==> src/design/svd_pkg.sv <==
// Shared constants and types of the supply voltage detect control block
package svd_pkg;

    // ************************************************************
    // Register bus
    // ************************************************************
    localparam int ADDR_W = 2;                    // Address width
    localparam int DATA_W = 8;                    // Data width

    // Register indices
    localparam logic [ADDR_W-1:0] ADDR_CTRL     = 2'h0; // Control
    localparam logic [ADDR_W-1:0] ADDR_IRQ_STAT = 2'h1; // Sticky status
    localparam logic [ADDR_W-1:0] ADDR_IRQ_CLR  = 2'h2; // Write-1 clear
    localparam logic [ADDR_W-1:0] ADDR_IRQ_EN   = 2'h3; // Interrupt enable

    // ************************************************************
    // Control register fields
    // ************************************************************
    localparam int BIT_DIR    = 7;                // Trip direction select
    localparam int BIT_BGST   = 6;                // Bandgap stable, RO
    localparam int BIT_REFST  = 5;                // Reference stable, RO
    localparam int BIT_EN     = 4;                // Detector enable
    localparam int LVL_LSB    = 0;                // Trip level low bit
    localparam int LVL_W      = 4;                // Trip level width
    localparam logic [DATA_W-1:0] CTRL_RESET = 8'h00; // Detector off
    localparam logic [LVL_W-1:0]  LVL_EXT    = 4'hF;  // External input
    localparam logic [LVL_W-1:0]  LVL_MAX    = 4'hE;  // Highest internal

    // Interrupt status layout: one event bit
    localparam int IRQ_W       = 1;               // Number of events
    localparam int BIT_EVT     = 0;               // Voltage event bit
    localparam logic [IRQ_W-1:0] IRQ_RESET = 1'h0; // Nothing pending

    // ************************************************************
    // Timing
    // ************************************************************
    localparam int CLK_PERIOD_NS = 10;            // 100 MHz system clock
    localparam int SETTLE_NS     = 20000;         // Reference settle time
    // Least time, rounded up to whole cycles
    localparam int SETTLE_CYC =
        (SETTLE_NS + CLK_PERIOD_NS - 1) / CLK_PERIOD_NS;

    // ************************************************************
    // Types
    // ************************************************************
    typedef struct packed {
        logic [ADDR_W-1:0] addr;                  // Register index
        logic [DATA_W-1:0] wdata;                 // Write data
        logic              wr;                    // Write strobe
        logic              rd;                    // Read strobe
    } svd_bus_s;

    typedef struct packed {
        logic             cmp;                    // Supply above trip
        logic             bandgap;                // Bandgap ready level
    } svd_analog_s;

endpackage

==> src/design/svd_ctrl.sv <==
// Supply voltage detect control: registers, qualification, interrupt
//
// Implementation choices: the plain strobed port and the address map.
`timescale 1ns/1ps
`default_nettype none
module svd_ctrl
    import svd_pkg::*;
#(
    parameter int SETTLE_CYCLES = SETTLE_CYC      // Reference settle
) (
    input  wire logic              clock,         // System clock
    input  wire logic              nrst,          // Async reset, low
    input  wire logic              ce,            // Clock enable
    input  wire svd_bus_s          bus,           // Register request
    output logic [DATA_W-1:0]      rdata,         // Read data
    input  wire svd_analog_s       analog,        // Async analog levels
    input  wire logic              sleep_mode,    // Device is asleep
    output logic                   detector_power,// Analog enable
    output logic                   trip_dir,      // Direction to analog
    output logic [LVL_W-1:0]       trip_level,    // Divider tap select
    output logic                   ext_trip_sel,  // External input mux
    output logic                   irq,           // Interrupt level
    output logic                   wake_req       // Wake-up request
);

    // ************************************************************
    // Checks
    // ************************************************************
    if (SETTLE_CYCLES < 3) begin : g_bad_settle
        $error("svd_ctrl: SETTLE_CYCLES must be at least 3");
    end

    // ************************************************************
    // Declarations
    // ************************************************************
    logic [DATA_W-1:0] ctrl_reg;                  // Writable control bits
    logic [IRQ_W-1:0]  stat_reg;                  // Sticky event status
    logic [IRQ_W-1:0]  irq_en_reg;                // Interrupt enable
    logic              ext_sel_reg;               // External mux select
    logic              irq_reg;                   // Interrupt output
    logic              wake_reg;                  // Wake request output
    logic [DATA_W-1:0] rdata_reg;                 // Read data output
    logic [1:0]        sync_q;                    // Synchronised levels
    logic              cmp_s;                     // Synced comparator
    logic              bg_s;                      // Synced bandgap
    logic              settled;                   // Timer finished
    logic              ref_stable;                // Qualified reference
    logic              trip_cond;                 // Crossing in direction
    logic              evt_set;                   // Qualified event
    logic              wr_ctrl;                   // Control write
    logic              wr_clr;                    // Status clear write
    logic              wr_en;                     // Enable write
    logic [DATA_W-1:0] ctrl_view;                 // Control with RO bits
    logic [DATA_W-1:0] rd_mux;                    // Selected read value
    logic [DATA_W-1:0] ctrl_next;                 // Next control value
    logic [IRQ_W-1:0]  stat_next;                 // Next status value
    logic [IRQ_W-1:0]  evt_vec;                   // Events by bit

    // Widen a status-sized vector into the data width
    function automatic logic [DATA_W-1:0] widen(input logic [IRQ_W-1:0] v);
        widen = {{(DATA_W-IRQ_W){1'b0}}, v};
    endfunction

    // ************************************************************
    // Analog inputs
    // ************************************************************
    // Both levels are asynchronous to the clock
    svd_sync #(
        .WIDTH   (2)
    ) u_sync (
        .clock   (clock),
        .nrst    (nrst),
        .ce      (ce),
        .d_async ({analog.cmp, analog.bandgap}),
        .q_sync  (sync_q)
    );
    assign cmp_s = sync_q[1];
    assign bg_s  = sync_q[0];

    // Settling timer restarts on every enable
    svd_settle #(
        .CYCLES  (SETTLE_CYCLES)
    ) u_settle (
        .clock   (clock),
        .nrst    (nrst),
        .ce      (ce),
        .run     (ctrl_reg[BIT_EN]),
        .done    (settled)
    );
    // Stable only from internal state, so bus writes cannot force it
    assign ref_stable = settled && bg_s;

    // ************************************************************
    // Event qualification
    // ************************************************************
    // Comparator is high while supply sits at or above the trip level
    assign trip_cond = ctrl_reg[BIT_DIR] ? cmp_s : !cmp_s;
    // Level sensitive: a crossing still held when settling ends sets the event then
    assign evt_set = ctrl_reg[BIT_EN] && ref_stable && trip_cond;
    assign evt_vec = IRQ_W'(evt_set) << BIT_EVT;

    // ************************************************************
    // Register decode
    // ************************************************************
    assign wr_ctrl = bus.wr && bus.addr == ADDR_CTRL;
    assign wr_clr  = bus.wr && bus.addr == ADDR_IRQ_CLR;
    assign wr_en   = bus.wr && bus.addr == ADDR_IRQ_EN;

    // Read-only bits are masked off the write and never stored
    assign ctrl_next = wr_ctrl ?
        (bus.wdata & ~(DATA_W'(1) << BIT_BGST) & ~(DATA_W'(1) << BIT_REFST))
        : ctrl_reg;

    // Set wins over a clear arriving in the same cycle
    assign stat_next = (stat_reg & ~(wr_clr ? bus.wdata[IRQ_W-1:0] : '0))
                       | evt_vec;

    // Control view with live status bits
    assign ctrl_view = ctrl_reg
                     | (DATA_W'(bg_s) << BIT_BGST)
                     | (DATA_W'(ref_stable) << BIT_REFST);

    // Read select; clear register and idle reads return zero
    assign rd_mux = !bus.rd                ? '0 :
                    bus.addr == ADDR_CTRL     ? ctrl_view :
                    bus.addr == ADDR_IRQ_STAT ? widen(stat_reg) :
                    bus.addr == ADDR_IRQ_EN   ? widen(irq_en_reg) : '0;

    // ************************************************************
    // Registers
    // ************************************************************
    // Control register and derived mux select
    always_ff @(posedge clock or negedge nrst) begin
        if (!nrst) begin
            ctrl_reg    <= CTRL_RESET;
            ext_sel_reg <= 1'b0;
        end else if (ce) begin
            ctrl_reg    <= ctrl_next;
            ext_sel_reg <= ctrl_next[LVL_LSB +: LVL_W] == LVL_EXT;
        end
    end

    // Interrupt status and enable
    always_ff @(posedge clock or negedge nrst) begin
        if (!nrst) begin
            stat_reg   <= IRQ_RESET;
            irq_en_reg <= IRQ_RESET;
        end else if (ce) begin
            stat_reg   <= stat_next;
            irq_en_reg <= wr_en ? bus.wdata[IRQ_W-1:0] : irq_en_reg;
        end
    end

    // Outputs; irq follows status one cycle later by design
    always_ff @(posedge clock or negedge nrst) begin
        if (!nrst) begin
            irq_reg   <= 1'b0;
            wake_reg  <= 1'b0;
            rdata_reg <= '0;
        end else if (ce) begin
            irq_reg   <= |(stat_reg & irq_en_reg);
            wake_reg  <= sleep_mode && evt_set;
            rdata_reg <= rd_mux;
        end
    end

    assign detector_power = ctrl_reg[BIT_EN];
    assign trip_dir       = ctrl_reg[BIT_DIR];
    assign trip_level     = ctrl_reg[LVL_LSB +: LVL_W];
    assign ext_trip_sel   = ext_sel_reg;
    assign irq            = irq_reg;
    assign wake_req       = wake_reg;
    assign rdata          = rdata_reg;

    // Cycles since the detector was last switched on, saturating
    localparam int AGE_W = $clog2(SETTLE_CYCLES + 1);       // Age width
    localparam logic [AGE_W-1:0] AGE_MAX = AGE_W'(SETTLE_CYCLES); // Cap
    logic [AGE_W-1:0] age_reg;                    // Enabled age
    logic [AGE_W-1:0] age_next;                   // Next age

    // Cleared while off; stops at the cap so it never wraps
    assign age_next = !ctrl_reg[BIT_EN] ? '0 :
                      age_reg == AGE_MAX ? age_reg : age_reg + AGE_W'(1);

    // Helper register, frozen with the rest of the block
    always_ff @(posedge clock or negedge nrst) begin
        if (!nrst) begin
            age_reg <= '0;
        end else if (ce) begin
            age_reg <= age_next;
        end
    end
endmodule
`default_nettype wire

==> src/design/svd_settle.sv <==
// Settling timer that qualifies the reference after each enable
`timescale 1ns/1ps
`default_nettype none
module svd_settle
    import svd_pkg::*;
#(
    parameter int CYCLES = SETTLE_CYC             // Settle length
) (
    input  wire logic clock,                      // System clock
    input  wire logic nrst,                       // Async reset, low
    input  wire logic ce,                         // Clock enable
    input  wire logic run,                        // Detector enabled
    output logic      done                        // Settled level
);

    localparam int CW = $clog2(CYCLES + 1);       // Counter width
    localparam logic [CW-1:0] LAST = CW'(CYCLES - 1); // Final count

    // ************************************************************
    // Checks
    // ************************************************************
    if (CYCLES < 3) begin : g_bad_cycles
        $error("svd_settle: CYCLES must be at least 3");
    end

    logic [CW-1:0] cnt_reg;                       // Cycles since enable
    logic [CW-1:0] cnt_next;                      // Next count
    logic          done_next;                     // Next settled state

    // Any disable restarts the wait, so each enable settles anew
    assign cnt_next  = (!run || done) ? '0 : cnt_reg + CW'(1);
    assign done_next = run && (done || cnt_reg == LAST);

    // Count and flag
    always_ff @(posedge clock or negedge nrst) begin
        if (!nrst) begin
            cnt_reg <= '0;
            done    <= 1'b0;
        end else if (ce) begin
            cnt_reg <= cnt_next;
            done    <= done_next;
        end
    end

endmodule
`default_nettype wire

==> src/design/svd_sync.sv <==
// Two-stage level synchroniser for asynchronous analog status levels
`timescale 1ns/1ps
`default_nettype none
module svd_sync
    import svd_pkg::*;
#(
    parameter int WIDTH = 2                       // Number of levels
) (
    input  wire logic             clock,          // System clock
    input  wire logic             nrst,           // Async reset, low
    input  wire logic             ce,             // Clock enable
    input  wire logic [WIDTH-1:0] d_async,        // Async levels in
    output logic      [WIDTH-1:0] q_sync          // Synchronised out
);

    // ************************************************************
    // Checks
    // ************************************************************
    if (WIDTH < 1) begin : g_bad_width
        $error("svd_sync: WIDTH must be at least 1");
    end

    logic [WIDTH-1:0] meta_reg;                   // First stage only

    // First stage feeds the second stage and nothing else
    always_ff @(posedge clock or negedge nrst) begin
        if (!nrst) begin
            meta_reg <= '0;
            q_sync   <= '0;
        end else if (ce) begin
            meta_reg <= d_async;
            q_sync   <= meta_reg;
        end
    end

endmodule
`default_nettype wire

==> config.mk <==
export PLATFORM = sky130hd
export DESIGN_NAME = svd_ctrl
export DESIGN_NICKNAME = d
export VERILOG_FILES = /design/src/design/svd_pkg.sv /design/src/design/svd_ctrl.sv /design/src/design/svd_settle.sv /design/src/design/svd_sync.sv
export SDC_FILE = /design/constraint.sdc
export NUM_CORES = 1
export LEC_CHECK = 0
export ABC_AREA = 1
export BUFFER_PORTS_ARGS = -buffer_cell sky130_fd_sc_hd__buf_2
export CAP_MARGIN = 10
export CORE_MARGIN = 5
export CORE_UTILIZATION = 45
export CTS_BUF_LIST = sky130_fd_sc_hd__clkbuf_16
export DETAILED_ROUTE_END_ITERATION = 10
export PLACE_DENSITY = 0.68
export SLEW_MARGIN = 10
export SYNTH_ARGS = -nofsm -noshare
export SYNTH_HDL_FRONTEND = slang
export SYNTH_HIERARCHICAL = 1
export SYNTH_SLANG_ARGS = --single-unit
export TNS_END_PERCENT = 100
==> constraint.sdc <==
create_clock -name clock -period 2.4 [get_ports clock]
set_input_delay 0 -clock clock [delete_from_list [all_inputs] [get_ports clock]]
set_output_delay 0 -clock clock [all_outputs]
set_load 0.05 [all_outputs]
# Yosys cells after proc, flatten, opt, wreduce, memory -nomap -nowiden
# Cells that the tools add are included.
[op_classes]
add_sub_neg = 1
n_eq_ne = 5
muxes = 8
n_bitwise = 6
n_reduce_logical = 15
[op_table]
columns = ["cell", "n"]
rows = [
  ["two-way mux 8 bit", 2],
  ["adder 11 x 1 -> 11 bit, second input constant", 1],
  ["== test 11 bit, second input constant", 1],
  ["two-way mux 11 bit", 1],
  ["logical AND 1 bit", 8],
  ["OR 8 x 6 -> 8 bit", 1],
  ["OR 8 x 7 -> 8 bit", 1],
  ["== test 2 bit, second input constant", 2],
  ["== test 4 bit, second input constant", 1],
  ["two-way mux 1 bit", 4],
  ["two-way mux 4 bit", 1],
  ["AND reduction 2 bit", 2],
  ["AND 1 bit", 2],
  ["== test 2 x 1 -> 1 bit, second input constant", 1],
  ["zero test 1 bit", 2],
  ["zero test 2 bit", 1],
  ["logical OR 1 bit", 2],
  ["inverter 1 bit", 1],
  ["OR 1 bit", 1],
]
[word_totals]
regBits = 35
input_bits = 18
output_inout_bits = 17

# Longest topological paths before layout
[depth]
ltp_word = 6
depth_mapped = 7

# Modules after synthesis
# The synthesis kept the hierarchy.
[modules_own_cells]
columns = ["mod", "n_inst", "cells_each", "area_each_um2", "seq_area_each_um2"]
rows = [
  ["svd_ctrl", 1, 98, 878.3, 475.5],
  ["svd_settle", 1, 85, 689.4, 300.3],
  ["svd_sync", 1, 17, 148.9, 100.1],
]

# Worst setup path before layout
# No wires, ideal clock.
[synth_path]
path_type = "register -> register"
start = "reg ctrl_reg[4]"
end = "reg u_settle.cnt_reg[6]"
setup_ns = 0.077
arrival_ns = 1.174
slack_ns = 1.149
stages_incl_launch_ff = 7
period_less_slack_ns = 1.251
path_cell_list = "dfrtp_1 > inv_1 > nor2_2 > nor2_2 > inv_2 > o21ai_1 > a21oi_1"
[synth_via]
elab_chain_cells = 3
[synth_lines]
columns = ["element", "line", "text"]
rows = [
  ["from (decl)", "svd_ctrl.sv:36", "logic [DATA_W-1:0] ctrl_reg;"],
  ["from (signal assigned)", "svd_ctrl.sv:138", "ctrl_reg <= ctrl_next;"],
  ["zero test 1 bit", "n/a", ""],
  ["logical OR 1 bit", "svd_settle.sv:31", "assign cnt_next = (!run || done) ? '0 : cnt_reg + CW'(1);"],
  ["two-way mux 11 bit", "svd_settle.sv:31", ""],
  ["to (signal assigned)", "svd_settle.sv:40", "cnt_reg <= cnt_next;"],
  ["to (decl)", "svd_settle.sv:26", "logic [CW-1:0] cnt_reg;"],
]
# No other way between the ends.
# A chain may end at the register's enable or synchronous reset.

# Worst setup path in the final report
[layout_path]
start = "reg u_settle.cnt_reg[0]"
end = "reg u_settle.cnt_reg[10]"
[layout_via]
elab_chain_cells = 2
[layout_lines]
columns = ["element", "line"]
rows = [
  ["adder 11 x 1 -> 11 bit", "svd_settle.sv:31"],
  ["two-way mux 11 bit", "svd_settle.sv:31"],
]
# No other way between the ends.

==> impl_results.md <==
* Status: finished, final reports clean
* Antenna-violating nets left at 0
* Clk sinks at 35
* Syn_nets at between 200 and 250
* XOR/XNOR share of the synthesized area at 0.005102
* Antenna cells at 0
* Final #Nets at around 260
* Post-synthesis simple-gate area fraction at 0.3120
* Post-Synthesis Cell Area at about 1700 um2
* Switching Power at 537.6 uW
* Period utilization at 0.5198
* Pin count of the biggest net entering global routing at 36
* H-tree Lvls at 2
* Crit-path cells: ha_1 > nand3_1 > nor2_4 > nand3_1 > nand2_1 > nor2_1
* Synth Flop Type: dfrtp_1
* DRT Pass-1 Iters at 4
* Highest-delay cell along the critical path: dfrtp_1
* Root cell of the clock tree: clkbuf_16
* Die W at 71.77 um
* Post-synth EDFFs at 0
* Worst Path Required at between 2000 and 3000 ps
* Sw Ratio at 0.3198
* Setup-failing EPs final at 0
* FP Rows at 22
* Startpoint Class: register
* Core footprint at ~3700 um2
* Post-layout minimum cycle time at 1248 ps
* Biggest area consumer among synthesized cells: dfrtp_1
* Worst VDD drop at ~370 uV
* Crit-path most repeated cell: nand3_1
* Post-synth cell types at 27
* DPL Wire Length at 2.540 mm
* Max FO, Critical Path at 6
* CTS Buf Count at 5
* Clock slew at reported path FFs at 50 ps
* Hold Crit Class: primary input to register
* Setup bufs post-CTS at 0
* CTS resizes at 0
* Fmax at about 800 MHz
* Synth top area share at 0.5102
* Adder-Cell Fraction of Synth Area at 0.007289
* Gr usage total at 0.1656
* Hold_buf cts at 8
* Skew-Pair Late Insertion Delay at around 270 ps
* Tightest Pin Transition at approximately 760 ps
* Average wire per standard cell at between 10 and 15 um
* Initial DRC count at between 70 and 80
* RSZ-0062 raised after global routing: no
* Post-synthesis compound-gate area fraction at 0.09694
* Initial antenna violation count at 0
* Area grow syn2layout at 23.76%
* Initial Util at 0.4654
* Post-Route Setup TNS at 0 ps
* Gr ovfl total at 0
* Mean Syn Cell Area at about 8.6 um2
* Max-cap violations at 0
* Multiplexer share of the synthesized area at 0
* CP arrival at 1410 ps
* Async set or reset register ratio after synthesis at 1.000
* Worst clock skew at between 2 and 2.5 ps
* Max reg flops at 11
* Synth Warn # at 6
* Comb power frac at 0.208
* Leakage at between 1 and 1.5 nW
* #FFs+latches synth at 35
* Slew Limit Fails at 0
* Routed vias/inst at between 4 and 5
* GPL Wtd Cong at about 0.76
* Flop pwr share at 0.439
* Synth Instances at 200
* Drt drc at 0
* Synth area leaders: dfrtp_1 (51%), nand2_1 (13%), nand3_1 (4.7%), inv_1 (3.5%), a21oi_1 (2.9%)
* Main combinational cell family by area after synthesis: simple AND/OR/NAND/NOR gates
* Clock power share at 0.353
* Layout cells sized above 1 at 0.2694
* Hold Fails Final Rpt at 0
* CP max stage delay at 410 ps
* Max clock buf depth at 2
* Die boundary height at slightly above 70 um
* Die area at around 5000 um2
* Pwr dens at a little under 800 nW/um2
* Crit end category: register
* Final core occ at 0.5760
* TritonCTS clock tree: yes
* I/O pins at 35
* Int Power at around 1.1 mW
* Slew headroom at 0.4949
* Port Buffer Count at 32
* Post-synthesis sequential area ratio at 0.5102
* CP Class: register to register
* Global-route wire length before repair at ~6.5 mm
* Vias after detailed routing at between 1000 and 1500
* Vias in the first global route at between 1000 and 1500
* Detailed Route WL at approximately 3.6 mm
-- cell usage after synthesis (2+ instances only) --
cell and instances:
a21oi_2 2, nor2_1 13, nand2_1 58, nand3_1 16
nor2_2 4, o21ai_2 3, a22o_1 3, buf_6 2
nor2_4 4, o21ai_1 8, dfrtp_1 35, nor3b_1 2
nand3_2 4, nand4_1 2, nor3_1 2, a21oi_1 10
nand2_2 2, inv_1 16, inv_2 6
-- worst max-delay path: cells and delay by family, from the launching register on --
| kind | cells | cell delay [ps] |
|---|---|---|
| adder cells (fa/ha/maj) | 1 | 220 |
| AND/OR/NAND/NOR | 5 | 520 |
| flip-flops | 1 | 410 |
-- cells in the final DEF, fill, tap and decap left out, types with 6 or more instances in the layout --
cell,synthesis,final
buf_2,0,32
dfrtp_1,35,35
dlygate4sd3_1,0,8
a21oi_1,10,10
o21ai_1,8,8
nand3_1,16,16
inv_1,16,18
nor2_1,13,13
nand2_1,58,58
inv_2,6,6
-- per-layer routing --
metal  routed length, um  GRT usage  vias to the layer above  part of all wire
met5                   0          0                        -                 0
met1                1724     0.2220                      636              0.48
met2                1616     0.2378                       36              0.45
met3                 196    0.05189                        7             0.054
li1                    -          -                      734                 -
met4                  72    0.08768                        0             0.020
-- cell families (layout without fill, tap and decap cells) --
| kind of cell | count (synthesis) | in the layout |
|---|---|---|
| AOI/OAI and AO/OA | 27 | 27 |
| xor gates and xnor gates | 1 | 1 |
| adders and majority gates | 1 | 1 |
| buffers and inverters | 26 | 71 |
| DFF | 35 | 35 |
| and+or+nand+nor | 110 | 110 |
-- final cells by class --
cell class	count	area (um2)
clock buffers	5	125.1
fillers	362	1564
well taps	48	60.06
multi-input cells	139	723.2
repair buffers	40	240.2
inverters	23	87.58
clock inverters	3	12.51
flip-flops and latches	35	875.8
-- stage by stage --
step / hold slack, ps / setup slack, ps / std cells / cell area [um2] / power, mW
5_1_grt: 48.13 / 1046 / 293 / 2125 / 1.778
6_report: 19.86 / 1152 / 293 / 2125 / 1.681
2_1_floorplan: -295.6 / 1149 / 200 / 1717 / 0.9836
3_5_place_dp: 122.6 / 1160 / 277 / 1907 / 1.088
3_3_place_gp: 125.5 / 1184 / 277 / 1907 / 1.079
4_1_cts: 17.70 / 1152 / 293 / 2125 / 1.705
-- final timing paths --
path                                startpoint                    to  slack, ps  cells past startpoint
hold / removal                          bus[0]              rdata[0]         20                      3
hold reg to reg                            irq                   irq        470                      2
setup reg to reg           u_settle/cnt_reg[0]  u_settle/cnt_reg[10]       1150                      6
setup / recovery           u_settle/cnt_reg[0]  u_settle/cnt_reg[10]       1150                      6
max in group asynchronous                 nrst           ctrl_reg[0]       1580                      2
min in group asynchronous                 nrst              rdata[0]        340                      2
-- power groups by stage --
stage / sequential (mW) / clock (mW) / combinational (mW)
finish: 0.739 / 0.593 / 0.350
detailed placement: 0.747 / 0 / 0.342
floorplan: 0.829 / 0 / 0.154
global placement: 0.744 / 0 / 0.336
global route: 0.750 / 0.643 / 0.385
CTS: 0.738 / 0.613 / 0.353
No activity file was read; power rests on OpenSTA's default activity.
